$ cat src/hw/pdp_pkg.sv
// Package with indices, field layouts, reset values and carrier types of the divider registers
package pdp_pkg;

	// Width of a control byte index and of a control byte
	localparam int unsigned IDX_W  = 6;
	localparam int unsigned BYTE_W = 8;

	// Control byte indices held by this block
	localparam logic [5:0] IDX_PERIPHERAL_PLL_M_AND_N_LOW   = 6'h0F;
	localparam logic [5:0] IDX_PERIPHERAL_PLL_N_HIGH        = 6'h10;
	localparam logic [5:0] IDX_PERIPHERAL_SPREAD_CODE_LOW   = 6'h11;
	localparam logic [5:0] IDX_PERIPHERAL_SPREAD_CODE_HIGH  = 6'h12;
	localparam logic [5:0] IDX_PERIPHERAL_N_LSB             = 6'h13;
	localparam logic [5:0] IDX_PROCESSOR_OUTPUT_DIVIDER     = 6'h14;

	// Reserved control byte range, no function implemented
	localparam logic [5:0] IDX_RESERVED_FIRST = 6'h15;
	localparam logic [5:0] IDX_RESERVED_LAST  = 6'h3F;

	// Field positions inside the peripheral M and N low byte
	localparam int unsigned POS_FEEDBACK_DIVIDER_MSB = 5;
	localparam int unsigned POS_REF_DIVIDER_BIT2     = 7;
	localparam int unsigned POS_REF_DIVIDER_BIT1     = 6;

	// Field positions of the N least significant bits and the ratio code
	localparam int unsigned POS_REF_DIVIDER_LSB        = 7;
	localparam int unsigned POS_PROCESSOR_RATIO_CODE_MSB = 3;

	// Field widths
	localparam int unsigned FEEDBACK_DIV_W = 6;
	localparam int unsigned REF_DIV_W      = 11;
	localparam int unsigned SPREAD_W       = 16;
	localparam int unsigned RATIO_CODE_W   = 4;
	localparam int unsigned RATIO_W        = 8;

	// Values after reset (fields power up undefined, cleared here)
	localparam logic [7:0]  RESET_BYTE       = 8'h00;
	localparam logic        RESET_BIT        = 1'b0;
	localparam logic [3:0]  RESET_RATIO_CODE = 4'h0;
	localparam logic [7:0]  RESET_DIVIDE_RATIO = 8'h02; // Decode of the reset ratio code

	// Default dividers used while divider programming is disabled
	localparam logic [5:0]  DEFAULT_FEEDBACK_DIV = 6'h00;
	localparam logic [10:0] DEFAULT_REF_DIV      = 11'h000;
	localparam logic        DEFAULT_PROC_N_LSB   = 1'b0;

	// Read answer of reserved bits and of reserved bytes
	localparam logic [7:0]  READ_ZERO = 8'h00;

	// One control byte request from the bus engine
	typedef struct packed
	{
		logic              write;
		logic              read;
		logic [IDX_W-1:0]  index;
		logic [BYTE_W-1:0] wdata;
	} pdp_req_t;

	// Divider pair of one PLL
	typedef struct packed
	{
		logic [FEEDBACK_DIV_W-1:0] feedbackDiv;
		logic [REF_DIV_W-1:0]      refDiv;
	} pdp_pll_t;

endpackage

$ cat src/hw/pdp_ratio_decode.sv
// Decoder from processor divider ratio code to divide value
`timescale 1ns/100ps

module pdp_ratio_decode #(
	// Ratios of the four codes whose encoding is still unconfirmed
	parameter logic [7:0] RATIO_CODE_3  = 8'h0F,
	parameter logic [7:0] RATIO_CODE_7  = 8'h1E,
	parameter logic [7:0] RATIO_CODE_11 = 8'h3C,
	parameter logic [7:0] RATIO_CODE_15 = 8'h78
)(
	// Ratio code in
	input  wire logic [pdp_pkg::RATIO_CODE_W-1:0] ratioCode,
	// Divide value out
	output logic      [pdp_pkg::RATIO_W-1:0]      divideRatio
);

	// Code to divide value, table order by code
	function automatic logic [7:0] decodeRatio(input logic [3:0] code);
		logic [7:0] value;
		value = 8'h02;
		case (code)
			4'h0:    value = 8'h02;
			4'h1:    value = 8'h03;
			4'h2:    value = 8'h05;
			4'h3:    value = RATIO_CODE_3;
			4'h4:    value = 8'h04;
			4'h5:    value = 8'h06;
			4'h6:    value = 8'h0A;
			4'h7:    value = RATIO_CODE_7;
			4'h8:    value = 8'h08;
			4'h9:    value = 8'h0C;
			4'hA:    value = 8'h14;
			4'hB:    value = RATIO_CODE_11;
			4'hC:    value = 8'h10;
			4'hD:    value = 8'h18;
			4'hE:    value = 8'h28;
			4'hF:    value = RATIO_CODE_15;
			default: value = 8'h02;
		endcase
		return value;
	endfunction

	// Pure lookup, registered by the caller
	always_comb
	begin
		divideRatio = decodeRatio(ratioCode);
	end

endmodule

$ cat src/hw/pdp_regs.sv
// Divider and spread control bytes of the peripheral and processor PLLs
`timescale 1ns/100ps

// Behaviour
// Byte 15 bits 5..0 hold feedback divider
// N[10:3] byte 16, N[2:1] byte 15[7:6]
// Apply M/N only while programming enable set
// Byte 19 bit 7 holds peripheral N lsb
// Assembled M and N drive PLL frequency
// Bytes 17,18 hold 16-bit spread code
// Byte 20 bit 7 holds processor N lsb
// Byte 20 bits 3..0 select processor ratio
// Unconfirmed ratio codes are module parameters
// Bytes 21 to 63 implement nothing
// Reserved bits written zero, read zero
module pdp_regs #(
	// Ratios of the unconfirmed processor divider codes
	parameter logic [7:0] RATIO_CODE_3  = 8'h0F,
	parameter logic [7:0] RATIO_CODE_7  = 8'h1E,
	parameter logic [7:0] RATIO_CODE_11 = 8'h3C,
	parameter logic [7:0] RATIO_CODE_15 = 8'h78
)(
	// Clock and reset
	input  wire logic                                 clk,
	input  wire logic                                 reset_n,
	// Control byte request and answer
	input  wire pdp_pkg::pdp_req_t                    req,
	output logic      [pdp_pkg::BYTE_W-1:0]           rdData,
	output logic                                      rdValid,
	output logic                                      regHit,
	// Divider programming enables held elsewhere
	input  wire logic                                 peripheralDividerProgEnable,
	input  wire logic                                 processorDividerProgEnable,
	// Settings applied to the PLLs
	output pdp_pkg::pdp_pll_t                         peripheralPll,
	output logic      [pdp_pkg::SPREAD_W-1:0]         peripheralSpreadCode,
	output logic                                      processorRefDividerLsb,
	output logic      [pdp_pkg::RATIO_CODE_W-1:0]     processorRatioCode,
	output logic      [pdp_pkg::RATIO_W-1:0]          processorDivideRatio,
	output logic                                      peripheralPllUpdate
);

	// Stored control bytes
	logic [7:0]  mAndNLow_r;         // Byte with M and N bits 2..1
	logic [7:0]  mAndNLow_nxt;
	logic [7:0]  nHigh_r;            // N bits 10..3
	logic [7:0]  nHigh_nxt;
	logic [7:0]  spreadLow_r;        // Spread code low byte
	logic [7:0]  spreadLow_nxt;
	logic [7:0]  spreadHigh_r;       // Spread code high byte
	logic [7:0]  spreadHigh_nxt;
	logic        periphNLsb_r;       // Peripheral N bit 0
	logic        periphNLsb_nxt;
	logic        procNLsb_r;         // Processor N bit 0
	logic        procNLsb_nxt;
	logic [3:0]  ratioCode_r;        // Processor ratio code
	logic [3:0]  ratioCode_nxt;

	// Read answer
	logic [7:0]  rdData_r;
	logic [7:0]  rdData_nxt;
	logic        rdValid_r;
	logic        rdValid_nxt;
	logic        regHit_r;
	logic        regHit_nxt;

	// Applied settings
	pdp_pkg::pdp_pll_t periphPll_r;
	pdp_pkg::pdp_pll_t periphPll_nxt;
	pdp_pkg::pdp_pll_t programmedPll;    // Assembled from the stored bytes
	logic [15:0] spread_r;
	logic [15:0] spread_nxt;
	logic        procLsbOut_r;
	logic        procLsbOut_nxt;
	logic [3:0]  ratioCodeOut_r;
	logic [3:0]  ratioCodeOut_nxt;
	logic [7:0]  ratio_r;
	logic [7:0]  ratio_nxt;
	logic [7:0]  decodedRatio;           // Lookup of the stored code
	logic        update_r;
	logic        update_nxt;

	// True for an index that this block answers
	function automatic logic ownsIndex(input logic [5:0] idx);
		return (idx >= pdp_pkg::IDX_PERIPHERAL_PLL_M_AND_N_LOW) &&
			(idx <= pdp_pkg::IDX_PROCESSOR_OUTPUT_DIVIDER);
	endfunction

	// True for an index in the reserved range
	function automatic logic reservedIndex(input logic [5:0] idx);
		return (idx >= pdp_pkg::IDX_RESERVED_FIRST) &&
			(idx <= pdp_pkg::IDX_RESERVED_LAST);
	endfunction

	// Ratio code lookup
	pdp_ratio_decode #(
		.RATIO_CODE_3  (RATIO_CODE_3),
		.RATIO_CODE_7  (RATIO_CODE_7),
		.RATIO_CODE_11 (RATIO_CODE_11),
		.RATIO_CODE_15 (RATIO_CODE_15)
	) u_ratio (
		.ratioCode   (ratioCode_r),
		.divideRatio (decodedRatio)
	);

	// Write path: each owned byte updates on a write to its index
	always_comb
	begin
		mAndNLow_nxt   = mAndNLow_r;
		nHigh_nxt      = nHigh_r;
		spreadLow_nxt  = spreadLow_r;
		spreadHigh_nxt = spreadHigh_r;
		periphNLsb_nxt = periphNLsb_r;
		procNLsb_nxt   = procNLsb_r;
		ratioCode_nxt  = ratioCode_r;
		// Writes to foreign or reserved bytes are dropped
		if (req.write && ownsIndex(req.index))
		begin
			case (req.index)
				pdp_pkg::IDX_PERIPHERAL_PLL_M_AND_N_LOW:
				begin
					mAndNLow_nxt = req.wdata;
				end
				pdp_pkg::IDX_PERIPHERAL_PLL_N_HIGH:
				begin
					nHigh_nxt = req.wdata;
				end
				pdp_pkg::IDX_PERIPHERAL_SPREAD_CODE_LOW:
				begin
					spreadLow_nxt = req.wdata;
				end
				pdp_pkg::IDX_PERIPHERAL_SPREAD_CODE_HIGH:
				begin
					spreadHigh_nxt = req.wdata;
				end
				pdp_pkg::IDX_PERIPHERAL_N_LSB:
				begin
					// Only bit 7 stores, reserved bits are not kept
					periphNLsb_nxt = req.wdata[pdp_pkg::POS_REF_DIVIDER_LSB];
				end
				pdp_pkg::IDX_PROCESSOR_OUTPUT_DIVIDER:
				begin
					procNLsb_nxt  = req.wdata[pdp_pkg::POS_REF_DIVIDER_LSB];
					ratioCode_nxt = req.wdata[pdp_pkg::POS_PROCESSOR_RATIO_CODE_MSB:0];
				end
				default:
				begin
					// Nothing stored
				end
			endcase
		end
	end

	// Control byte storage
	always_ff @(posedge clk or negedge reset_n)
	begin
		if (!reset_n)
		begin
			mAndNLow_r   <= pdp_pkg::RESET_BYTE;
			nHigh_r      <= pdp_pkg::RESET_BYTE;
			spreadLow_r  <= pdp_pkg::RESET_BYTE;
			spreadHigh_r <= pdp_pkg::RESET_BYTE;
			periphNLsb_r <= pdp_pkg::RESET_BIT;
			procNLsb_r   <= pdp_pkg::RESET_BIT;
			ratioCode_r  <= pdp_pkg::RESET_RATIO_CODE;
		end
		else
		begin
			mAndNLow_r   <= mAndNLow_nxt;
			nHigh_r      <= nHigh_nxt;
			spreadLow_r  <= spreadLow_nxt;
			spreadHigh_r <= spreadHigh_nxt;
			periphNLsb_r <= periphNLsb_nxt;
			procNLsb_r   <= procNLsb_nxt;
			ratioCode_r  <= ratioCode_nxt;
		end
	end

	// Read path: answer one cycle after the read strobe
	always_comb
	begin
		rdData_nxt  = pdp_pkg::READ_ZERO;
		rdValid_nxt = req.read;
		regHit_nxt  = 1'b0;
		if (req.read)
		begin
			regHit_nxt = ownsIndex(req.index);
			case (req.index)
				pdp_pkg::IDX_PERIPHERAL_PLL_M_AND_N_LOW:
				begin
					rdData_nxt = mAndNLow_r;
				end
				pdp_pkg::IDX_PERIPHERAL_PLL_N_HIGH:
				begin
					rdData_nxt = nHigh_r;
				end
				pdp_pkg::IDX_PERIPHERAL_SPREAD_CODE_LOW:
				begin
					rdData_nxt = spreadLow_r;
				end
				pdp_pkg::IDX_PERIPHERAL_SPREAD_CODE_HIGH:
				begin
					rdData_nxt = spreadHigh_r;
				end
				pdp_pkg::IDX_PERIPHERAL_N_LSB:
				begin
					// Reserved bits 6..0 read zero
					rdData_nxt = {periphNLsb_r, 7'h00};
				end
				pdp_pkg::IDX_PROCESSOR_OUTPUT_DIVIDER:
				begin
					// Reserved bits 6..4 read zero
					rdData_nxt = {procNLsb_r, 3'h0, ratioCode_r};
				end
				default:
				begin
					// Reserved range and foreign bytes answer zero
					if (reservedIndex(req.index))
					begin
						rdData_nxt = pdp_pkg::READ_ZERO;
					end
				end
			endcase
		end
	end

	// Read answer registers
	always_ff @(posedge clk or negedge reset_n)
	begin
		if (!reset_n)
		begin
			rdData_r  <= pdp_pkg::READ_ZERO;
			rdValid_r <= 1'b0;
			regHit_r  <= 1'b0;
		end
		else
		begin
			rdData_r  <= rdData_nxt;
			rdValid_r <= rdValid_nxt;
			regHit_r  <= regHit_nxt;
		end
	end

	// Assemble the programmed dividers from the stored bytes
	always_comb
	begin
		programmedPll.feedbackDiv = mAndNLow_r[pdp_pkg::POS_FEEDBACK_DIVIDER_MSB:0];
		programmedPll.refDiv = {nHigh_r,
			mAndNLow_r[pdp_pkg::POS_REF_DIVIDER_BIT2:pdp_pkg::POS_REF_DIVIDER_BIT1],
			periphNLsb_r};
	end

	// Applied settings: programmed dividers only while enabled, spread and ratio code always
	always_comb
	begin
		// Disabled programming falls back to the default dividers
		periphPll_nxt.feedbackDiv = pdp_pkg::DEFAULT_FEEDBACK_DIV;
		periphPll_nxt.refDiv      = pdp_pkg::DEFAULT_REF_DIV;
		if (peripheralDividerProgEnable)
		begin
			periphPll_nxt = programmedPll;
		end
		procLsbOut_nxt = processorDividerProgEnable ? procNLsb_r
			: pdp_pkg::DEFAULT_PROC_N_LSB;
		spread_nxt       = {spreadHigh_r, spreadLow_r};
		ratioCodeOut_nxt = ratioCode_r;
		ratio_nxt        = decodedRatio;
		// Pulse when the applied peripheral dividers change, so the PLL can relock
		update_nxt = (periphPll_nxt != periphPll_r);
	end

	// Applied setting registers
	always_ff @(posedge clk or negedge reset_n)
	begin
		if (!reset_n)
		begin
			periphPll_r.feedbackDiv <= pdp_pkg::DEFAULT_FEEDBACK_DIV;
			periphPll_r.refDiv      <= pdp_pkg::DEFAULT_REF_DIV;
			spread_r                <= {pdp_pkg::RESET_BYTE, pdp_pkg::RESET_BYTE};
			procLsbOut_r            <= pdp_pkg::DEFAULT_PROC_N_LSB;
			ratioCodeOut_r          <= pdp_pkg::RESET_RATIO_CODE;
			ratio_r                 <= pdp_pkg::RESET_DIVIDE_RATIO;
			update_r                <= 1'b0;
		end
		else
		begin
			periphPll_r    <= periphPll_nxt;
			spread_r       <= spread_nxt;
			procLsbOut_r   <= procLsbOut_nxt;
			ratioCodeOut_r <= ratioCodeOut_nxt;
			ratio_r        <= ratio_nxt;
			update_r       <= update_nxt;
		end
	end

	// Outputs straight from flip-flops
	assign rdData                 = rdData_r;
	assign rdValid                = rdValid_r;
	assign regHit                 = regHit_r;
	assign peripheralPll          = periphPll_r;
	assign peripheralSpreadCode   = spread_r;
	assign processorRefDividerLsb = procLsbOut_r;
	assign processorRatioCode     = ratioCodeOut_r;
	assign processorDivideRatio   = ratio_r;
	assign peripheralPllUpdate    = update_r;

endmodule

$ cat config.mk
export PLATFORM = sky130hd
export DESIGN_NAME = pdp_regs
export DESIGN_NICKNAME = d
export VERILOG_FILES = /design/src/hw/pdp_pkg.sv /design/src/hw/pdp_ratio_decode.sv /design/src/hw/pdp_regs.sv
export SDC_FILE = /design/constraint.sdc
export NUM_CORES = 1
export LEC_CHECK = 0
export BUFFER_PORTS_ARGS = -buffer_cell sky130_fd_sc_hd__buf_4
export CAP_MARGIN = 20
export CORE_UTILIZATION = 45
export CTS_BUF_LIST = sky130_fd_sc_hd__clkbuf_8
export CTS_CLUSTER_DIAMETER = 50
export DETAILED_ROUTE_END_ITERATION = 12
export GPL_ROUTABILITY_DRIVEN = 1
export HOLD_SLACK_MARGIN = 0.02
export PLACE_DENSITY = 0.71
export SYNTH_ARGS = -nofsm -noshare
export SYNTH_HDL_FRONTEND = slang
export SYNTH_SLANG_ARGS = --single-unit
$ cat constraint.sdc
create_clock -name clk -period 1.8 [get_ports clk]
set_input_delay 0 -clock clk [delete_from_list [all_inputs] [get_ports clk]]
set_output_delay 0 -clock clk [all_outputs]
set_load 0.02 [all_outputs]
==> flow_summary.json <==
{
  "globalRouteTotalUtil_pct": 20.87,
  "tns_ns": 0,
  "hold_path.startpoint": "peripheralDividerProgEnable",
  "regArea_mm2": 0.002354,
  "cp.required_ns": 2.02,
  "ys_types": 43,
  "clk_latency_ns": 0.36,
  "ys_async_sr_fraction_pct": 100.0,
  "grt.overflow.total": 0,
  "path_clk_slew_ns": 0.09,
  "min_period_ns": 1.608,
  "cp_max_fo": 4,
  "worst_setup_path_start_kind": "register",
  "cellPowerDensity_mw_per_mm2": 998.9,
  "whs_endpoint": "peripheralPll[14]",
  "synth_area_leaders": "dfrtp_1 (61%), mux2_2 (8.9%), nand2_1 (3.1%)",
  "drv_slew": 0,
  "io_buffers": 75,
  "grt_max_degree": 41,
  "core_mm2": 0.008217,
  "drv_cap": 0,
  "reg2reg_depth": 5,
  "die_y_um": 94.05,
  "die_w_um": 94.05,
  "reg2reg_to": "peripheralPllUpdate",
  "min_path_type": "in2reg",
  "place.detailed.hpwl_um": 5976,
  "finalPower_uw": 4814,
  "htreeDepth": 3,
  "avgSynthCellArea_um2": 12.18,
  "synthFlopType": "dfrtp_1",
  "setup_viol": 0,
  "arrival_ns": 1.83,
  "ys_warn_count": 0,
  "end_kind": "register",
  "reg2reg_from": "peripheralPll[4]",
  "drive_gt1_share_pct": 33.74,
  "seq_area_frac_synth_pct": 61.73,
  "clockBufferDepth": 2,
  "multi_input_area_mm2": 0.001365,
  "rsz0062_at_grt": "false",
  "grt_pass1_vias": 2672,
  "numCtsBuffers": 9,
  "netlist_instances": 313,
  "r2r_slack_ns": 0.19,
  "yosysTopAreaCellShare_pct": 61.04,
  "nets": 424,
  "cts_sinks": 94,
  "placed_cell_area_mm2": 0.004506,
  "final_area_mm2": 0.004820,
  "slew_headroom_pct": 65.29,
  "synth_common_cells": "dfrtp_1 (93), nand2_1 (31), mux2_2 (30)",
  "irDropWorstVdd_mv": 0.4051,
  "netlist_area_mm2": 0.003812,
  "syn_nets": 333,
  "ioPinCount": 77,
  "root_buffer": "clkbuf_8",
  "yosys.area.top_type": "dfrtp_1",
  "area_growth_pct": 26.42,
  "path_class": "reg2reg",
  "cts_tree": "yes",
  "synth_seq_cells": 94,
  "synth_most_common_cell": "dfrtp_1",
  "die_area_mm2": 0.008844,
  "via_per_inst": 5.276,
  "fmax_mhz": 622.0,
  "hold_depth": 3,
  "fillCellCount": 686,
  "fin_crit_sh_pct": 89.32,
  "grt_pass1_wl_um": 13640,
  "hold_viol": 0,
  "skew_ns": 0.008258,
  "antenna_found_initial": 0,
  "antenna_left": 0,
  "antenna_cells": 0,
  "drc_errors": 0,
  "gp_congestion": 0.8421,
  "synth-edff-count": 0,
  "status": "completed",
  "drt_iter0_markers": 95,
  "wl_um": 8284,
  "start_util_pct": 46.40,
  "leakage_uw": 0.002366,
  "worst_slew_pin_slew_ns": 0.5207,
  "avgRoutedWirePerCell_um": 16.12,
  "fp-row-count": 33,
  "drt_pre_antenna_iters": 4,
  "routed-via-count": 2712
}
[kinds of logic (layout without fill, tap and decap cells)]
kind of cell / count (synthesis) / after routing / share of synthesized area (%)
DFF: 94 / 94 / 61.73
and+or+nand+nor: 91 / 91 / 12.47
AOI/OAI and AO/OA: 57 / 57 / 9.059
muxes: 45 / 45 / 13.32
buffers and inverters: 22 / 118 / 2.625
xor gates and xnor gates: 3 / 3 / 0.6893
other: 1 / 1 / 0.09836
[registers in the layout, indices dropped and copies added (netlist names)]
name	count
regHit	1
ratioCodeOut_nxt	4
spreadLow_r	8
spreadHigh_r	8
processorRefDividerLsb	1
rdData	8
rdValid	1
processorRatioCode	4
periphNLsb_r	1
processorDivideRatio	7
nHigh_r	8
mAndNLow_r	8
peripheralPllUpdate	1
peripheralSpreadCode	16
procNLsb_r	1
peripheralPll	17
[per-stage QoR]
step           instances  setup slack (ns)  utilization (%)  hold slack [ns]
3_3_place_gp         487            0.2511            54.83         0.004794
6_report             514            0.1923            58.66          0.02099
4_1_cts              514            0.1551            58.58          0.02193
2_1_floorplan        313            0.2460                -          -0.2956
5_1_grt              514           0.05667            58.66          0.03224
3_5_place_dp         487            0.1985            54.83          0.01174
[routing by layer]
| metal | up-vias | global-route usage, % | wire length, um |
|---|---|---|---|
| met5 | - | 0 | 0 |
| li1 | 1281 | - | - |
| met3 | 11 | 4.531 | 392 |
| met1 | 1348 | 28.37 | 3917 |
| met4 | 0 | 8.462 | 140 |
| met2 | 72 | 32.54 | 3833 |
[layout by cell type (no fill, tap or decap), drive strengths merged, types with 2 or more instances in the layout]
cell type | netlist | layout
o21ai | 21 | 21
nand4 | 4 | 4
inv | 9 | 10
nor2b | 4 | 4
mux2 | 36 | 36
nand2 | 31 | 31
nor2 | 12 | 12
nand3 | 3 | 3
mux2i | 8 | 8
or2 | 4 | 4
dfrtp | 93 | 93
and2 | 18 | 18
xnor2 | 2 | 2
a22oi | 11 | 11
nor4 | 2 | 2
o22ai | 2 | 2
nand2b | 2 | 2
nor3 | 8 | 8
buf | 7 | 82
clkbuf | 6 | 9
clkinv | 0 | 4
dlygate4sd3 | 0 | 11
a21oi | 14 | 14
[worst max-delay path: stages (launching register included)]
cell	delay (ns)
dfrtp_1	0.42
or4_1	0.52
nor3_1	0.14
a21oi_1	0.07
nor4_2	0.16
nand4_1	0.16
[layout make-up]
cell class | instances | area share, %
clock buffers | 9 | 2.570
well taps | 105 | 2.726
inverters | 9 | 0.7009
clock inverters | 7 | 1.532
flip-flops and latches | 94 | 48.83
repair buffers | 93 | 15.32
multi-input cells | 197 | 28.32
[what timing repair did]
| item | in CTS | in global routing |
|---|---|---|
| resized for setup | 0 | 1 |
| hold buffers | 11 | 0 |
| setup endpoints to repair | 0 | 1 |
| buffers inserted | 0 | 0 |
| hold endpoints to repair | 78 | 0 |
[worst max-delay path by stage]
stage,from,endpoint,depth (start not counted)
after floorplan,peripheralPll[4],peripheralPllUpdate,5
after global placement,peripheralPll[4],peripheralPllUpdate,5
after detailed placement,peripheralPll[4],peripheralPllUpdate,5
after CTS,peripheralPll[4],peripheralPllUpdate,5
after global routing,peripheralPll[4],peripheralPllUpdate,5
final,peripheralPll[4],peripheralPllUpdate,5
[power breakdown]
part | leakage, uW | switching, uW | internal (uW)
combinational | 0.00102 | 437 | 414
clock | 0.0000996 | 750 | 646
sequential | 0.00125 | 217 | 2350
Power figures use the tool's default switching activity.
